--- src/bright_pkg.sv ---
// Constants, register map and types of the LED brightness path
package bright_pkg;
  // ------------------------------------------------------------------
  // Register map
  // ------------------------------------------------------------------
  localparam logic [7:0] ADDR_BRIGHT_CTRL = 8'h11;
  localparam logic [7:0] ADDR_PWM_CFG = 8'h12;
  localparam logic [7:0] ADDR_BOOST_CFG = 8'h13;
  localparam logic [7:0] ADDR_BRT_LOW = 8'h18;
  localparam logic [7:0] ADDR_BRT_HIGH = 8'h19;
  localparam logic [7:0] RST_BRIGHT_CTRL = 8'h00;
  localparam logic [7:0] RST_PWM_CFG = 8'h00;
  localparam logic [7:0] RST_BOOST_CFG = 8'h00;
  localparam logic [7:0] RST_BRT_LOW = 8'h00;
  localparam logic [7:0] RST_BRT_HIGH = 8'h00;
  localparam logic [7:0] READ_UNMAPPED = 8'h00;
  // ------------------------------------------------------------------
  // Field positions
  // ------------------------------------------------------------------
  localparam int MODE_LSB = 0;
  localparam int RAMP_LSB = 2;
  localparam int SRATE_LSB = 6;
  localparam int IND_BIT = 4;
  localparam int FSW_BIT = 5;
  localparam int SHIFT_BIT = 6;
  localparam int LOW_BITS = 3;
  localparam int CODE_W = 11;
  localparam logic [10:0] CODE_MAX = 11'h7FF;
  // ------------------------------------------------------------------
  // Timing
  // ------------------------------------------------------------------
  localparam int CLK_HZ = 25000000;
  localparam int CLK_PER_US = CLK_HZ / 1000000;
  localparam int RATE_SLOW_HZ = 800000;
  localparam int RATE_MID_HZ = 4000000;
  localparam int RATE_FAST_HZ = 24000000;
  localparam logic [4:0] DIV_SLOW = 5'((CLK_HZ + RATE_SLOW_HZ - 1) / RATE_SLOW_HZ - 1);
  localparam logic [4:0] DIV_MID = 5'((CLK_HZ + RATE_MID_HZ - 1) / RATE_MID_HZ - 1);
  localparam logic [4:0] DIV_FAST = 5'((CLK_HZ + RATE_FAST_HZ - 1) / RATE_FAST_HZ - 1);
  localparam int TIMEOUT_SLOW_US = 25000;
  localparam int TIMEOUT_MID_US = 3000;
  localparam int TIMEOUT_FAST_US = 600;
  // Time per ramp step in microseconds, fastest first
  localparam int STEP_US [8] = '{1, 64, 128, 256, 512, 1000, 2000, 4000};
  localparam int STEP_W = 24;
  typedef enum logic [1:0] {MODE_HOST, MODE_PWM, MODE_MUL_RAMP, MODE_RAMP_MUL} bright_mode_t;
  typedef enum logic {DIV_IDLE, DIV_RUN} div_state_t;
endpackage

--- src/led_brightness_path.sv ---
// Brightness path: register file, PWM duty sampler, timeout, ramper, mixer
`timescale 1ns/1ps
// What this block does
// - Full-scale PWM step settles in about 2 ms at the fastest ramp rate
// - Boost off when PWM pulses stop, except in mode 00
// - Timeout 25, 3 or 0.6 ms per rate
// - Eight ramp rates, each a time per step
// - Ramp time is step time times (diff-1)
// - Two-bit mode picks one of four sources
// - Mode 00 uses host code, ignores PWM
// - Code is low 3 bits plus high byte
// - Only high-byte write applies new code
// - Mode 00 ramper spaces host set-points only
// - Mode 01 uses duty only, ignores host
// - Duty is measured into an 11-bit code
// - Mode 10 multiplies, then ramps the product
// - Mode 11 ramps host code, then scales
// - Config bit 5 picks 500 kHz or 1 MHz
// - Config bit 6 lowers frequency by 12 percent
// - PWM sample rate chosen by bits 7:6
module led_brightness_path
  import bright_pkg::*;
#(
  parameter int CYC_PER_US = CLK_PER_US,
  parameter int TIMEOUT_SLOW_CYC = TIMEOUT_SLOW_US * CLK_PER_US,
  parameter int TIMEOUT_MID_CYC = TIMEOUT_MID_US * CLK_PER_US,
  parameter int TIMEOUT_FAST_CYC = TIMEOUT_FAST_US * CLK_PER_US
) (
  input wire logic CORE_CLK,
  input wire logic RESET_N,
  input wire logic PWM_IN,
  input wire logic [7:0] REG_ADDR,
  input wire logic [7:0] REG_WDATA,
  input wire logic REG_WR,
  input wire logic REG_RD,
  output logic [7:0] REG_RDATA,
  output logic [10:0] LED_CODE,
  output logic BOOST_EN,
  output logic FSW_1MHZ,
  output logic FSW_SHIFT,
  output logic MIN_IND_10UH
);
  // ------------------------------------------------------------------
  // Elaboration checks
  // ------------------------------------------------------------------
  if (CYC_PER_US < 1 || STEP_US[7] * CYC_PER_US >= 2 ** STEP_W) begin : bad_step
    $error("CYC_PER_US out of range");
  end
  if (TIMEOUT_SLOW_CYC < 1 || TIMEOUT_SLOW_CYC >= 2 ** 20 || TIMEOUT_MID_CYC < 1 ||
      TIMEOUT_FAST_CYC < 1) begin : bad_timeout
    $error("Timeout counts out of range");
  end

  logic [7:0] bright_ctrl;
  logic [7:0] pwm_cfg;
  logic [7:0] boost_cfg;
  logic [7:0] brt_low;
  logic [7:0] brt_high;
  logic [10:0] host_code;
  logic [10:0] duty_code;
  logic [10:0] ramp_code;
  logic [10:0] target;
  logic [STEP_W-1:0] step_cnt;
  logic [STEP_W-1:0] step_len;
  logic step_now;
  logic [4:0] smp_div;
  logic [4:0] smp_limit;
  logic smp_tick;
  logic pwm_smp;
  logic pwm_rise;
  logic [15:0] period_cnt;
  logic [15:0] high_cnt;
  logic [15:0] div_den;
  logic [16:0] div_rem;
  logic [3:0] div_bits;
  logic [10:0] div_quo;
  logic [16:0] next_rem;
  div_state_t div_state;
  logic [19:0] idle_cnt;
  logic [19:0] idle_limit;
  logic pwm_lost;
  bright_mode_t mode;
  assign mode = bright_mode_t'(bright_ctrl[MODE_LSB +: 2]);
  // Scale a code by duty; duty+1 makes full duty exact
  function automatic logic [10:0] scale(input logic [10:0] code, input logic [10:0] duty);
    logic [22:0] prod;
    prod = 23'(code) * 23'({1'b0, duty} + 12'h001);
    return prod[CODE_W +: CODE_W];
  endfunction
  // ------------------------------------------------------------------
  // Register file
  // ------------------------------------------------------------------
  always_ff @(posedge CORE_CLK or negedge RESET_N) begin
    if (!RESET_N) begin
      bright_ctrl <= RST_BRIGHT_CTRL;
      pwm_cfg <= RST_PWM_CFG;
      boost_cfg <= RST_BOOST_CFG;
      brt_low <= RST_BRT_LOW;
      brt_high <= RST_BRT_HIGH;
    end else if (REG_WR) begin
      case (REG_ADDR)
        ADDR_BRIGHT_CTRL: bright_ctrl <= REG_WDATA;
        ADDR_PWM_CFG: pwm_cfg <= REG_WDATA;
        ADDR_BOOST_CFG: boost_cfg <= REG_WDATA;
        ADDR_BRT_LOW: brt_low <= REG_WDATA;
        ADDR_BRT_HIGH: brt_high <= REG_WDATA;
        default: ;
      endcase
    end
  end
  // Host code is latched only by the high-byte write, so the pair lands atomically
  always_ff @(posedge CORE_CLK or negedge RESET_N) begin
    if (!RESET_N) begin
      host_code <= {RST_BRT_HIGH, RST_BRT_LOW[LOW_BITS-1:0]};
    end else if (REG_WR && REG_ADDR == ADDR_BRT_HIGH) begin
      host_code <= {REG_WDATA, brt_low[LOW_BITS-1:0]};
    end
  end
  // Read port; unmapped addresses read zero
  always_ff @(posedge CORE_CLK or negedge RESET_N) begin
    if (!RESET_N) begin
      REG_RDATA <= READ_UNMAPPED;
    end else if (REG_RD) begin
      case (REG_ADDR)
        ADDR_BRIGHT_CTRL: REG_RDATA <= bright_ctrl;
        ADDR_PWM_CFG: REG_RDATA <= pwm_cfg;
        ADDR_BOOST_CFG: REG_RDATA <= boost_cfg;
        ADDR_BRT_LOW: REG_RDATA <= brt_low;
        ADDR_BRT_HIGH: REG_RDATA <= brt_high;
        default: REG_RDATA <= READ_UNMAPPED;
      endcase
    end
  end
  // Boost configuration pins, one cycle behind the register
  always_ff @(posedge CORE_CLK or negedge RESET_N) begin
    if (!RESET_N) begin
      FSW_1MHZ <= RST_BOOST_CFG[FSW_BIT];
      FSW_SHIFT <= RST_BOOST_CFG[SHIFT_BIT];
      MIN_IND_10UH <= RST_BOOST_CFG[IND_BIT];
    end else begin
      FSW_1MHZ <= boost_cfg[FSW_BIT];
      FSW_SHIFT <= boost_cfg[SHIFT_BIT];
      MIN_IND_10UH <= boost_cfg[IND_BIT];
    end
  end

  // ------------------------------------------------------------------
  // PWM sampling and duty measurement
  // ------------------------------------------------------------------
  // Rate 1X means fastest; both upper codes share it
  always_comb begin
    case (pwm_cfg[SRATE_LSB +: 2])
      2'h0: begin
        smp_limit = DIV_SLOW;
        idle_limit = 20'(TIMEOUT_SLOW_CYC);
      end
      2'h1: begin
        smp_limit = DIV_MID;
        idle_limit = 20'(TIMEOUT_MID_CYC);
      end
      default: begin
        smp_limit = DIV_FAST;
        idle_limit = 20'(TIMEOUT_FAST_CYC);
      end
    endcase
  end
  assign smp_tick = (smp_div >= smp_limit);
  assign pwm_rise = smp_tick && PWM_IN && !pwm_smp;
  // Sample clock divider and sampled level
  always_ff @(posedge CORE_CLK or negedge RESET_N) begin
    if (!RESET_N) begin
      smp_div <= 5'h00;
      pwm_smp <= 1'b0;
    end else begin
      smp_div <= smp_tick ? 5'h00 : smp_div + 5'h01;
      if (smp_tick) begin
        pwm_smp <= PWM_IN;
      end
    end
  end
  // Period and high-time counters, restarted at each rising edge; they saturate
  always_ff @(posedge CORE_CLK or negedge RESET_N) begin
    if (!RESET_N) begin
      period_cnt <= 16'h0000;
      high_cnt <= 16'h0000;
    end else if (pwm_rise) begin
      period_cnt <= 16'h0001;
      high_cnt <= 16'h0001;
    end else if (smp_tick) begin
      if (period_cnt != 16'hFFFF) begin
        period_cnt <= period_cnt + 16'h0001;
      end
      if (PWM_IN && high_cnt != 16'hFFFF) begin
        high_cnt <= high_cnt + 16'h0001;
      end
    end
  end
  // Serial divider: eleven fraction bits of high/period, full duty gives 7FF
  assign next_rem = {div_rem[15:0], 1'b0};
  always_ff @(posedge CORE_CLK or negedge RESET_N) begin
    if (!RESET_N) begin
      div_state <= DIV_IDLE;
      div_rem <= 17'h00000;
      div_den <= 16'h0000;
      div_bits <= 4'h0;
      div_quo <= 11'h000;
      duty_code <= 11'h000;
    end else begin
      case (div_state)
        DIV_IDLE: begin
          // First edge has no full period behind it
          if (pwm_rise && period_cnt != 16'h0000) begin
            div_rem <= {1'b0, high_cnt};
            div_den <= period_cnt;
            div_bits <= 4'(CODE_W);
            div_state <= DIV_RUN;
          end
        end
        DIV_RUN: begin
          if (next_rem >= {1'b0, div_den}) begin
            div_rem <= next_rem - {1'b0, div_den};
            div_quo <= {div_quo[9:0], 1'b1};
          end else begin
            div_rem <= next_rem;
            div_quo <= {div_quo[9:0], 1'b0};
          end
          div_bits <= div_bits - 4'h1;
          if (div_bits == 4'h1) begin
            duty_code <= (next_rem >= {1'b0, div_den}) ? {div_quo[9:0], 1'b1} :
                         {div_quo[9:0], 1'b0};
            div_state <= DIV_IDLE;
          end
        end
        default: div_state <= DIV_IDLE;
      endcase
    end
  end

  // ------------------------------------------------------------------
  // PWM absence timeout
  // ------------------------------------------------------------------
  always_ff @(posedge CORE_CLK or negedge RESET_N) begin
    if (!RESET_N) begin
      idle_cnt <= 20'h00000;
      pwm_lost <= 1'b0;
    end else if (pwm_rise) begin
      idle_cnt <= 20'h00000;
      pwm_lost <= 1'b0;
    end else if (idle_cnt >= idle_limit) begin
      pwm_lost <= 1'b1;
    end else begin
      idle_cnt <= idle_cnt + 20'h00001;
    end
  end
  // Host-only mode never looks at the PWM pin, so it never times out
  always_ff @(posedge CORE_CLK or negedge RESET_N) begin
    if (!RESET_N) begin
      BOOST_EN <= 1'b1;
    end else begin
      BOOST_EN <= !(mode != MODE_HOST && pwm_lost);
    end
  end

  // ------------------------------------------------------------------
  // Ramper
  // ------------------------------------------------------------------
  always_comb begin
    case (mode)
      MODE_HOST: target = host_code;
      MODE_PWM: target = duty_code;
      MODE_MUL_RAMP: target = scale(host_code, duty_code);
      MODE_RAMP_MUL: target = host_code;
      default: target = host_code;
    endcase
  end
  // Fastest rate of 1 us per step covers full scale in about 2 ms
  assign step_len = STEP_W'(STEP_US[bright_ctrl[RAMP_LSB +: 3]] * CYC_PER_US);
  assign step_now = (ramp_code != target) && (step_cnt == '0);
  // First step is immediate, so a diff of N codes takes (N-1) intervals
  always_ff @(posedge CORE_CLK or negedge RESET_N) begin
    if (!RESET_N) begin
      ramp_code <= 11'h000;
      step_cnt <= '0;
    end else begin
      if (step_now) begin
        ramp_code <= (target > ramp_code) ? ramp_code + 11'h001 : ramp_code - 11'h001;
        step_cnt <= step_len - STEP_W'(1);
      end else if (step_cnt != '0) begin
        step_cnt <= step_cnt - STEP_W'(1);
      end
    end
  end
  // Mode 11 scales after the ramper, so duty changes apply at once
  always_ff @(posedge CORE_CLK or negedge RESET_N) begin
    if (!RESET_N) begin
      LED_CODE <= 11'h000;
    end else begin
      LED_CODE <= (mode == MODE_RAMP_MUL) ? scale(ramp_code, duty_code) : ramp_code;
    end
  end
endmodule

--- config.mk ---
export PLATFORM = sky130hd
export DESIGN_NAME = led_brightness_path
export DESIGN_NICKNAME = d
export VERILOG_FILES = /design/src/bright_pkg.sv /design/src/led_brightness_path.sv
export SDC_FILE = /design/constraint.sdc
export NUM_CORES = 1
export LEC_CHECK = 0
export CORE_MARGIN = 2
export CORE_UTILIZATION = 40
export CTS_CLUSTER_SIZE = 24
export DETAILED_ROUTE_END_ITERATION = 8
export DONT_BUFFER_PORTS = 1
export PLACE_DENSITY = 0.66
export SYNTH_ARGS = -nofsm -noshare
export SYNTH_HDL_FRONTEND = slang
export SYNTH_SLANG_ARGS = --single-unit
--- constraint.sdc ---
create_clock -name CORE_CLK -period 13.2 [get_ports CORE_CLK]
set_clock_uncertainty 0.1 [all_clocks]
set_input_delay 2.64 -clock CORE_CLK [delete_from_list [all_inputs] [get_ports CORE_CLK]]
set_output_delay 2.64 -clock CORE_CLK [all_outputs]
set_load 0.02 [all_outputs]
; After elaboration in Yosys (flattened, before gate mapping)
; Memory sizes are Yosys's and may differ from the RTL's.
; Index checks and enable logic that the tools add are counted.
; W data, S select, Z words.
[word_totals]
out_inout_bits = 23
register_bits = 226
romBits = 256
elab_cells = 123
memories = 1
in_bits = 21
[op_classes]
n_eq_ne = 15
muxes = 30
n_reduce_logical = 30
mul = 3
n_lt_le_gt_ge = 5
add_sub_neg = 11
bitwise_logic = 2
[memory_table]
columns = name, words, word_bits, rd, rd_clocked_by_memory_dff, write_ports, line
row1 = (name not given), 8, 32, 1, 0, 0, led_brightness_path.sv:277  ; assign step_len = STEP_W'(STEP_US[bright_ctrl[RAMP_LSB +: 3]] * CYC_PER_US);
[op_table]
columns = op, count
row1 = $mux W16, 8
row2 = $mux W32, 2
row3 = $mux W24, 2
row4 = $sub A24 B1 Y24 const B, 2
row5 = $eq A8 B5 Y1 const B, 5
row6 = $mux W20, 2
row7 = $pmux W20 S2, 1
row8 = $pmux W8 S5, 1
row9 = $pmux W11 S3, 1
row10 = $add A16 B1 Y16 const B, 2
row11 = $mul A32 B6 Y24 const B, 1
row12 = $ne A16 B16 Y1 const B, 2
row13 = $pmux W16 S2, 1
row14 = $logic_not A24 Y1, 1
row15 = $reduce_bool A24 Y1, 1
row16 = $mul A11 B23 Y22, 1
row17 = $mul A11 B12 Y22, 1
row18 = $mux W11, 2
row19 = $add A20 B1 Y20 const B, 1
row20 = $ge A20 B20 Y1, 1
row21 = $reduce_and A2 Y1, 9
row22 = $ge A17 B16 Y1, 1
row23 = $reduce_bool A16 Y1, 1
row24 = $sub A16 B16 Y16, 1
row25 = 26 further kinds, 46

; Logic depth before layout (Yosys ltp)
; Gate-level depths: netlist of run 1.
[depth]
ltp_word = 8
mapped_depth = 42
mapped_depth_nobuf = 41

; Least setup slack after synthesis of run 1
; No wires, ideal clock.
[synth_path]
path_kind = reg-to-reg
startpoint = register duty_code[0]
endpoint = register ramp_code[9]
setup_ns = 0.127
period_less_slack_ns = 9.197
path_slack_ns = 4.003
arrival_time_ns = 8.970
path_stages_with_launch = 41
required_ns = 12.973
n_path_buf = 2
path_cell_list = dfrtp_1 > and3_1 > nand3_1 > inv_1 > and3_1 > xnor2_1 > clkbuf_1 > nand2_1 > fa_1 > inv_1 > fa_1 > fa_1 > fa_1 > inv_1 > fa_1 > inv_1 > ha_1 > a2111o_1 > (+5 left out) > xor2_1 > a221oi_1 > a21oi_1 > ha_1 > nand4_1 > or3_1 > buf_2 > nand2b_1 > ha_1 > a21o_1 > a21oi_1 > o21bai_1 > a21oi_1 > o21bai_1 > a211o_1 > a31oi_1 > xor2_1 > o21ai_0
[synth_via]
elab_chain_len = 5
elab_cells_between_ends = 7
classes_between = add/sub (1) / mul (1) / order compare (1) / eq/ne (1) / mux (2) / reduce/logical (1)
[synth_lines]
columns = element, line
row1 = from (decl), led_brightness_path.sv:60  ; logic [10:0] duty_code;
row2 = from (signal assigned), led_brightness_path.sv:229  ; duty_code <= (next_rem >= {1'b0, div_den}) ? {div_quo[9:0], 1'b1} :
row3 = $add A11 B1 Y12, led_brightness_path.sv:87  ; prod = 23'(code) * 23'({1'b0, duty} + 12'h001);
row4 = $mul A11 B23 Y22, led_brightness_path.sv:87
row5 = $pmux W11 S3 (*), led_brightness_path.sv:268  ; case (mode)
row6 = $gt A11 B11 Y1 / $ne A11 B11 Y1 (equally long branches), "led_brightness_path.sv:286, led_brightness_path.sv:278"
row7 = $mux W11 / $logic_and A1 B1 Y1 (equally long branches), "led_brightness_path.sv:286, led_brightness_path.sv:278"
row8 = to (signal assigned), led_brightness_path.sv:286  ; ramp_code <= (target > ramp_code) ? ramp_code + 11'h001 : ramp_code - 11'h001;
row9 = to (decl), led_brightness_path.sv:61  ; logic [10:0] ramp_code;
; Mark *: on every way between the ends. The rest lies on a longest branch, timed or not.
; A chain may end at the register's enable or synchronous reset.

; Worst setup path after layout of run 1
; Ends and elaborated chain as after synthesis.

==> results.tsv, run 1 <==
stage	metric	value	unit
run_status	run status	complete, no violations	
power	pwr/cell area	223	mW/mm^2
cts	CTS Hold Bufs	0	
finish	layout cells sized above 1	0.0750	
yosys	synth warn	0	
floorplan	initial core utilization	0.406	
yosys	main flop type after synthesis	dfrtp_1	
yosys	synthesized flop and latch total	218	
critical_path	crit path max fanout	25	
global_routing	Overflow after GRT	0	
cts	TritonCTS Buffers	26	
yosys	EDFF count, synth	0	
cts	clock root cell	clkbuf_16	
sta	achievable clock frequency	91.2	MHz
power	Pleak	11.0	nW
sta	Final Hold Vio Count	0	
hold_path	Hold Crit Class	reg2reg	
critical_path	CP bufs+invs	2	
critical_path	Crit. End Element	flip-flop	
critical_path	R2R setup slack	2.23	ns
yosys	post-synthesis sequential area ratio	0.261	
detailed_routing	DR vias/cell	5.37	
global_routing	GR Util All Layers	0.190	
finish	Nets	2610	
job	max-cap viol count	0	
floorplan	Die H	233	um
placement	final RePlAce weighted congestion	0.865	
yosys	ys async rst share	1.00	
detailed_routing	drt drc	0	
floorplan	die width	233	um
global_routing	largest net degree at the start of global routing	219	
sta	Slew HR	0.152	
cts	post-CTS sizing	0	
power	VDD IR max	0.000211	V
sta	RSZ-0062 raised after global routing	no	
cts	H-tree levels	1	
yosys	Cells after Synth	2245	
placement	DP HPWL	37100	um
cts	Post-CTS Setup Bufs	0	
floorplan	Die Area	0.0541	sq mm
sta	hold slack final	0.301	ns
sta	Final Cycle Share	0.831	
cts	worst skew pair latency	0.59	ns
detailed_routing	first drt pass iteration count	5	
finish	synth-to-layout area growth	6.99	%
finish	post-route design area	0.0224	sq mm
detailed_routing	final WL	49800	um
floorplan	core area	0.0515	sq mm
cts	Clock Sinks	218	
sta	Slew Limit Fails	0	
yosys	syn nets	2658	
detailed_routing	DR iter-0 viols	1018	
cts	Clock Tree Buf Depth	3	
placement	I/O Buffers	0	
finish	ANT cells	0	
sta	Tmin final	10.97	ns
global_routing	global-route wire length before repair	83200	um
floorplan	io pins	44	
yosys	Avg Inst Size Synth	9.31	sq um
floorplan	Core Rows	83	
detailed_routing	Detail Route Antenna Nets	0	
critical_path	slowest CP cell	xnor2_1	
detailed_routing	routed via count	15500	
critical_path	CP Launch Type	flip-flop	
sta	Worst-Margin Slew	1.26	ns
global_routing	number of global-route vias before repair	16100	
critical_path	CP Class	reg2reg	
yosys	count of cell types in the netlist	75	
critical_path	Critical Path AT	11.33	ns
sta	Final Setup Violations	0	
placement	Area after DPL	0.0216	sq mm
critical_path	worst path required time	13.56	ns
cts	CTS tree	built	
critical_path	cell family with most CP delay	adder cells	
sta	Final TNS setup	0	ns
cts	clock edge transition at the registers on the reported setup and hold paths	0.06	ns
yosys	Mapped Area	0.0209	sq mm
critical_path	CP max stage delay	0.99	ns
global_routing	initial antenna violation count	1	
detailed_routing	Avg WL per Cell	17.2	um
critical_path	Crit path top cell by count	fa_1	
kinds of logic (layout without fill, tap and decap cells):
group / count (synthesis) / after routing / share of synthesized area
AO/OA/AOI/OAI: 304 / 304 / 0.0923
XOR/XNOR: 130 / 130 / 0.0545
adder cells (fa/ha/maj): 392 / 392 / 0.301
buffers and inverters: 394 / 363 / 0.0714
flip-flops: 218 / 218 / 0.261
multiplexers: 101 / 101 / 0.0531
AND/OR/NAND/NOR: 706 / 706 / 0.167
cell usage in the layout, fill, tap and decap left out, types with 27 or more instances in the layout:
| cell type | synthesis | final |
|---|---|---|
| nand3_1 | 39 | 39 |
| fa_1 | 184 | 184 |
| inv_1 | 300 | 300 |
| ha_1 | 208 | 208 |
| xnor2_1 | 73 | 70 |
| nor2_1 | 128 | 127 |
| nor3_1 | 31 | 31 |
| a21o_1 | 27 | 27 |
| dfrtp_1 | 217 | 217 |
| xor2_1 | 57 | 57 |
| nand2_1 | 247 | 247 |
| a21oi_1 | 87 | 87 |
| and2_1 | 123 | 123 |
| o21ai_0 | 79 | 79 |
| mux2_2 | 79 | 79 |
final timing paths:
kind	from	to	cells after the start
worst max-delay path	duty_code[0]$_DFFE_PN0P_	ramp_code[9]$_DFFE_PN0P_	35
worst min-delay path	boost_cfg[5]$_DFFE_PN0P_	FSW_1MHZ$_DFF_PN0_	0
worst max register to register	duty_code[0]$_DFFE_PN0P_	ramp_code[9]$_DFFE_PN0P_	35
worst min register to register	boost_cfg[5]$_DFFE_PN0P_	FSW_1MHZ$_DFF_PN0_	0
max in group asynchronous	RESET_N	LED_CODE[0]$_DFF_PN0_	0
min in group asynchronous	RESET_N	pwm_cfg[4]$_DFFE_PN0P_	0
worst reg2reg max path: cells and delay by family, from the launching register on:
kind	cells	cell delay [ns]
adders and majority gates	9	3.94
DFF	1	0.90
and+or+nand+nor	6	1.64
AOI/OAI and AO/OA	15	2.91
buffers and inverters	2	0.11
xor gates and xnor gates	3	1.27
through the flow:
step           setup slack [ns]  std cells  power [mW]  utilization
6_report                   2.23       2894        4.99        0.434
3_3_place_gp               2.63       2849        4.17        0.419
2_1_floorplan              4.00       2245        3.39            -
3_5_place_dp               2.35       2849        4.28        0.419
5_1_grt                    1.43       2894        5.48        0.434
4_1_cts                    2.34       2894        5.01        0.434
metal layers:
| metal | up-vias | GRT usage | routed length (um) |
|---|---|---|---|
| met1 | 7757 | 0.247 | 21400 |
| li1 | 7268 | - | - |
| met3 | 102 | 0.0343 | 3170 |
| met4 | 2 | 0.0625 | 1570 |
| met5 | - | 0 | 13 |
| met2 | 411 | 0.318 | 23600 |
sequential cells by signal, summed over array words and instances, names as in the netlist, 10 cells and up:
signal and count:
div_den 16, duty_code 11, period_cnt 16, ramp_code 11, div_quo 10, LED_CODE 11, idle_cnt 20, step_cnt 24
high_cnt 16, div_rem 16
layout make-up:
class                           count  area [sq um]
Tap cell                          680           851
Sequential cell                   218          5460
Clock buffer                       35           724
Timing Repair Buffer               17           128
Inverter                          301          1130
Clock inverter                     10          86.3
Fill cell                        4954         29100
Multi-Input combinational cell   1633         14000
cell usage after synthesis, types with 5 or more instances:
cell | count | area, sq um
nor2b_1 | 14 | 87.6
and3_1 | 21 | 131
fa_1 | 184 | 3680
o21a_1 | 16 | 120
o211ai_1 | 5 | 37.5
o22ai_1 | 5 | 31.3
a21oi_1 | 87 | 435
o21bai_1 | 6 | 45.0
nand4_1 | 22 | 138
dfrtp_1 | 217 | 5430
and2_1 | 123 | 769
clkbuf_1 | 82 | 308
a221oi_1 | 16 | 140
xor2_1 | 57 | 499
a22oi_1 | 5 | 37.5
nor2_1 | 128 | 480
or3_1 | 15 | 93.8
ha_1 | 208 | 2600
nand3_1 | 39 | 195
xnor2_1 | 73 | 639
nand2b_1 | 16 | 100
a211oi_1 | 6 | 45.0
a21o_1 | 27 | 203
o21ai_0 | 79 | 395
mux2_2 | 79 | 890
a31oi_1 | 9 | 56.3
mux2i_1 | 22 | 220
nor3b_1 | 5 | 37.5
nor4_1 | 11 | 68.8
nand2_1 | 247 | 927
inv_1 | 300 | 1130
buf_2 | 6 | 30.0
nor3_1 | 31 | 155
power breakdown:
group / internal (mW) / switching (mW)
Clock: 0.385 / 0.305
Combinational: 1.29 / 1.90
Sequential: 0.851 / 0.253
Note: power is estimated with default switching activity, not from simulation.
==> run 2, diff against run 1 <==
clock period = 10.5 ns   (was 13.2 ns; I/O delays follow)
==> results.tsv, run 2 (synthesized netlist as in run 1, its figures left out) <==
stage	metric	value	unit	change
critical_path	CP Class	reg2reg		
critical_path	slowest CP cell	fa_1		
placement	DP HPWL	37200	um	+0.15%
finish	Final Non-Filler Cells	2905		+0.38%
sta	Final Hold Vio Count	0		unchanged
floorplan	Die Area	0.0541	sq mm	unchanged
finish	max FFs per register	24		unchanged
power	switching power total	3.10	mW	+26%
sta	Final Setup Violations	0		unchanged
critical_path	cell family with most CP delay	adder cells		
power	Flop pwr share	0.216		-0.005
placement	Cells after DPL	2852		+0.11%
critical_path	CP max stage delay	0.57	ns	-0.42 ns
floorplan	Core Rows	83		unchanged
global_routing	global-route wire length before repair	84100	um	+1.0%
hold_path	Hold Crit Class	reg2reg		
finish	Biggest register	step_cnt		
placement	final RePlAce weighted congestion	0.896		+3.6%
placement	Area after DPL	0.0216	sq mm	+0.10%
sta	Slew HR	0.212		+0.0599
hold_path	min-delay src	boost_cfg[5]$_DFFE_PN0P_		
floorplan	core area	0.0515	sq mm	unchanged
sta	achievable clock frequency	102	MHz	+12%
power	Pleak	11.1	nW	+0.71%
cts	Clock Sinks	218		unchanged
detailed_routing	final WL	50200	um	+0.80%
power	pwr/cell area	284	mW/mm^2	+27%
cts	clock root cell	clkbuf_16		
critical_path	crit path max fanout	10		-60%
finish	biggest regs	step_cnt x24, idle_cnt x20		
sta	Tmin final	9.83	ns	-1.14 ns
floorplan	die width	233	um	unchanged
cts	Clock Tree Buf Depth	3		unchanged
cts	TritonCTS Buffers	27		+3.8%
global_routing	Overflow after GRT	0		unchanged
sta	Worst-Margin Slew	1.18	ns	-0.0843 ns
power	VDD IR max	0.000293	V	+39%
floorplan	initial core utilization	0.406		unchanged
power	combinational fraction of design power	0.636		-0.004
floorplan	io pins	44		unchanged
global_routing	number of global-route vias before repair	16300		+1.0%
cts	worst skew pair latency	0.58	ns	about the same
detailed_routing	routed via count	15600		+0.55%
global_routing	initial antenna violation count	0		-1
finish	most frequent cells in the layout	300 x inv_1, 247 x nand2_1, 217 x dfrtp_1, 208 x ha_1, 184 x fa_1		
power	Clk pwr share	0.148		+0.010
critical_path	Critical R2R Launch	duty_code[0]$_DFFE_PN0P_		
critical_path	CP Launch Type	flip-flop		
detailed_routing	first drt pass iteration count	7		+2
detailed_routing	drt drc	0		unchanged
cts	clock edge transition at the registers on the reported setup and hold paths	0.06	ns	about the same
finish	synth-to-layout area growth	7.85	%	
critical_path	CP bufs+invs	4		+2
critical_path	Crit. End Element	flip-flop		
detailed_routing	DR iter-0 viols	1014		-0.39%
finish	Nets	2618		+0.31%
sta	hold slack final	0.310	ns	+0.00871 ns
finish	layout cells sized above 1	0.0804		+0.00547
sta	RSZ-0062 raised after global routing	no		
finish	commonest non-fill, non-tap cell in the layout	inv_1		
cts	H-tree levels	1		unchanged
detailed_routing	Avg WL per Cell	17.3	um	+0.41%
critical_path	worst path required time	10.86	ns	-2.70 ns
placement	I/O Buffers	0		unchanged
global_routing	largest net degree at the start of global routing	219		unchanged
sta	Slew Limit Fails	0		unchanged
critical_path	origin of the worst setup path	duty_code[0]$_DFFE_PN0P_		
floorplan	Die H	233	um	unchanged
finish	ANT cells	0		unchanged
global_routing	GR Util All Layers	0.191		+0.00130
run_status	run status	complete, no violations		
critical_path	Crit path top cell by count	fa_1		
cts	CTS tree	built		
detailed_routing	DR vias/cell	5.38		+0.17%
sta	Final Cycle Share	0.937		+0.106
power	Internal	3.31	mW	+31%
detailed_routing	Detail Route Antenna Nets	0		unchanged
job	max-cap viol count	0		unchanged
sta	Final TNS setup	0	ns	unchanged
finish	post-route design area	0.0226	sq mm	+0.81%
power	Sw Share	0.484		-0.00915
critical_path	Critical Path AT	10.19	ns	-1.14 ns
run 2: path summary, 6_finish.rpt:
check / endpoint / slack, ns / depth (start not counted)
min in group asynchronous: pwm_cfg[5]$_DFFE_PN0P_ / 1.13 / 0
min reg2reg: FSW_1MHZ$_DFF_PN0_ / 0.31 / 0
max reg2reg: ramp_code[9]$_DFFE_PN0P_ / 0.67 / 41
max in group asynchronous: div_quo[9]$_DFFE_PN0P_ / 8.80 / 0
max: ramp_code[9]$_DFFE_PN0P_ / 0.67 / 41
min: FSW_1MHZ$_DFF_PN0_ / 0.31 / 0
run 2: layout make-up:
type                            instances  area [sq um]
Clock inverter                         13           159
Timing Repair Buffer                   24           180
Inverter                              301          1130
Multi-Input combinational cell       1633         14000
Fill cell                            4988         29000
Clock buffer                           36           749
Sequential cell                       218          5460
Tap cell                              680           851
run 2: per-layer routing:
metal,track usage,share of wire
met2,0.320,0.48
met1,0.253,0.44
met3,0.0317,0.052
met4,0.0569,0.029
met5,0,0
run 2: repair_timing:
item | 4_1_cts | 5_1_grt
hold buffers | 0 | 0
hold endpoints to repair | 0 | 0
buffers inserted | 0 | 4
resized for setup | 0 | 4
setup endpoints to repair | 0 | 4
run 2: through the flow:
step	setup WS [ns]	util	power (mW)
after floorplan	1.30	-	4.26
after global placement	0.673	0.419	5.23
after detailed placement	0.299	0.419	5.36
after CTS	0.272	0.437	6.37
after global routing	0.130	0.438	7.03
final	0.666	0.438	6.41
run 2: worst reg2reg max path, delay by kind of cell (launching register included):
family	cells	cell delay, ns
fa+ha+maj	9	3.64
compound gates	19	3.55
simple gates	6	1.06
xor+xnor	3	0.64
buf+inv	4	0.33
flops	1	0.39
run 2: power groups by stage:
| stage | clock network, mW | logic [mW] | registers, mW |
|---|---|---|---|
| after global placement | 0 | 3.85 | 1.38 |
| after CTS | 0.972 | 4.02 | 1.38 |
| after detailed placement | 0 | 3.97 | 1.39 |
| after floorplan | 0 | 2.99 | 1.27 |
| after global routing | 1.00 | 4.61 | 1.42 |
| final | 0.948 | 4.08 | 1.38 |
==> run 3, diff against run 2 <==
CORE_MARGIN = 8   (was 2)
MAX_ROUTING_LAYER = met4   (was unset)
==> results.tsv, run 3 (synthesized netlist as in run 1, its figures left out) <==
stage	metric	value	unit	change
placement	DP HPWL	36700	um	-1.4%
floorplan	io pins	44		unchanged
detailed_routing	final WL	49500	um	-1.4%
finish	most frequent cells in the layout	300 x inv_1, 247 x nand2_1, 217 x dfrtp_1, 208 x ha_1, 184 x fa_1		
sta	Final TNS setup	0	ns	unchanged
sta	Slew HR	0.211		-0.000930
detailed_routing	routed via count	15500		-0.75%
critical_path	Critical R2R Launch	duty_code[1]$_DFFE_PN0P_		
finish	fillers	4947		-0.82%
cts	Clock Sinks	218		unchanged
finish	Biggest register	step_cnt		
detailed_routing	Detail Route Antenna Nets	0		unchanged
floorplan	die width	245	um	+5.2%
sta	RSZ-0062 raised after global routing	no		
hold_path	Worst Hold Endpoint	FSW_1MHZ$_DFF_PN0_		
critical_path	CP max stage delay	0.55	ns	-0.02 ns
cts	worst skew pair latency	0.57	ns	about the same
global_routing	GRT busiest layer	met2		
floorplan	Die Area	0.0598	sq mm	+11%
sta	Slew Limit Fails	0		unchanged
global_routing	grt met1 use	0.219		-0.0336
detailed_routing	Avg WL per Cell	17.0	um	-1.4%
sta	Final Cycle Share	0.938		+0.00176
sta	Final Setup Violations	0		unchanged
detailed_routing	first drt pass iteration count	6		-1
placement	final RePlAce weighted congestion	0.855		-4.7%
sta	achievable clock frequency	102	MHz	-0.19%
sta	Worst-Margin Slew	1.18	ns	+0.00139 ns
finish	commonest non-fill, non-tap cell in the layout	inv_1		
hold_path	min-delay src	boost_cfg[5]$_DFFE_PN0P_		
sta	Tmin final	9.85	ns	+0.0185 ns
critical_path	CP Class	reg2reg		
global_routing	initial antenna violation count	1		+1
power	combinational fraction of design power	0.631		-0.005
power	VDD IR max	0.000250	V	-14%
hold_path	worst hold path stage count	0		unchanged
cts	clock edge transition at the registers on the reported setup and hold paths	0.06	ns	about the same
finish	biggest regs	step_cnt x24, idle_cnt x20		
critical_path	Critical Path AT	10.19	ns	about the same
power	Pleak	11.1	nW	about the same
finish	synth-to-layout area growth	7.85	%	unchanged
critical_path	worst path required time	10.84	ns	-0.02 ns
detailed_routing	DR vias/cell	5.34		-0.78%
cts	CTS tree	built		
power	Flop pwr share	0.218		+0.002
critical_path	Crit. End Element	flip-flop		
cts	TritonCTS Buffers	28		+3.7%
power	Clk pwr share	0.151		+0.003
critical_path	R2R cell count	38		-7.3%
floorplan	Die H	245	um	+5.2%
critical_path	CP Launch Type	flip-flop		
critical_path	R2R setup slack	0.65	ns	-0.02 ns
sta	hold slack final	0.307	ns	-0.00225 ns
run_status	run status	complete, no violations		
critical_path	r2r endpoint	ramp_code[9]$_DFFE_PN0P_		
detailed_routing	DR iter-0 viols	1103		+8.8%
power	pwr/cell area	282	mW/mm^2	-0.67%
finish	Nets	2616		-0.076%
floorplan	core area	0.0515	sq mm	unchanged
global_routing	number of global-route vias before repair	16000		-1.6%
finish	max FFs per register	24		unchanged
global_routing	GR Util All Layers	0.170		-0.0210
global_routing	global-route wire length before repair	82600	um	-1.7%
placement	I/O Buffers	0		unchanged
power	Internal	3.29	mW	-0.56%
global_routing	met2 Resource Use GR	0.272		-0.0481
power	switching power total	3.08	mW	-0.79%
cts	Clock Tree Buf Depth	3		unchanged
global_routing	met3 Track Usage GR	0.0293		-0.00242
global_routing	largest net degree at the start of global routing	219		unchanged
critical_path	slowest CP cell	fa_1		
cts	clock root cell	clkbuf_16		
finish	layout cells sized above 1	0.0809		+0.000449
global_routing	Overflow after GRT	0		unchanged
floorplan	Core Rows	83		unchanged
hold_path	Hold Crit Class	reg2reg		
floorplan	initial core utilization	0.406		unchanged
critical_path	crit path max fanout	13		+3
sta	Final Hold Vio Count	0		unchanged
detailed_routing	drt drc	0		unchanged
power	Sw Share	0.483		-0.000583
cts	CTS Hold Bufs	0		unchanged
cts	H-tree levels	1		unchanged
job	max-cap viol count	0		unchanged
power	total chip power	6.37	mW	-0.67%
==> run 3: routing by layer <==
metal / routed length (um) / vias to the layer above
met5: 0 / -
met4: 1440 / 0
met3: 2770 / 92
met2: 23400 / 349
met1: 21900 / 7768
li1: - / 7299
==> run 3: what timing repair did <==
action                                  in CTS  in global routing
hold endpoints to repair                     0                  0
endpoints found under the setup margin       0                  4
buffers inserted                             0                  0
gates resized for setup                      0                  4
==> run 3: worst max path at each step <==
stage,startpoint,endpoint,slack [ns],cells after the start
6_report,duty_code[1]$_DFFE_PN0P_,ramp_code[9]$_DFFE_PN0P_,0.65,38
5_1_grt,duty_code[1]$_DFFE_PN0P_,ramp_code[9]$_DFFE_PN0P_,0.09,38
2_1_floorplan,duty_code[0]$_DFFE_PN0P_,ramp_code[9]$_DFFE_PN0P_,1.30,40
4_1_cts,duty_code[1]$_DFFE_PN0P_,ramp_code[9]$_DFFE_PN0P_,0.26,37
3_5_place_dp,duty_code[0]$_DFFE_PN0P_,ramp_code[9]$_DFFE_PN0P_,0.31,37
3_3_place_gp,duty_code[0]$_DFFE_PN0P_,ramp_code[9]$_DFFE_PN0P_,0.63,36
==> run 3: final cells by class <==
class,count,area [sq um],share of cell area
Clock inverter,16,169,0.00749
Timing Repair Buffer,21,158,0.00699
Sequential cell,218,5460,0.242
Antenna cell,1,2.50,0.000111
Clock buffer,36,771,0.0342
Inverter,301,1130,0.0501
Multi-Input combinational cell,1633,14000,0.621
Tap cell,680,851,0.0377
==> run 3: worst max-delay path, delay by kind of cell (launching register included) <==
| family | cells | cell delay (ns) |
|---|---|---|
| fa+ha+maj | 9 | 3.73 |
| buf+inv | 3 | 0.17 |
| xor+xnor | 3 | 0.68 |
| simple gates | 7 | 1.49 |
| flops | 1 | 0.39 |
| compound gates | 16 | 3.16 |
==> run 3: power by group through the flow <==
stage	combinational (mW)	clock (mW)	sequential, mW
after floorplan	2.99	0	1.27
final	4.02	0.962	1.39
after CTS	4.02	0.990	1.38
after global placement	3.87	0	1.39
after detailed placement	3.97	0	1.40
after global routing	4.57	1.02	1.43
==> run 3: per-stage QoR <==
| step | area (sq um) | util | instances | setup WS [ns] |
|---|---|---|---|---|
| 2_1_floorplan | 20900 | - | 2245 | 1.30 |
| 3_3_place_gp | 21600 | 0.419 | 2853 | 0.634 |
| 3_5_place_dp | 21600 | 0.419 | 2853 | 0.308 |
| 4_1_cts | 22500 | 0.437 | 2905 | 0.259 |
| 5_1_grt | 22600 | 0.438 | 2906 | 0.0920 |
| 6_report | 22600 | 0.438 | 2906 | 0.648 |
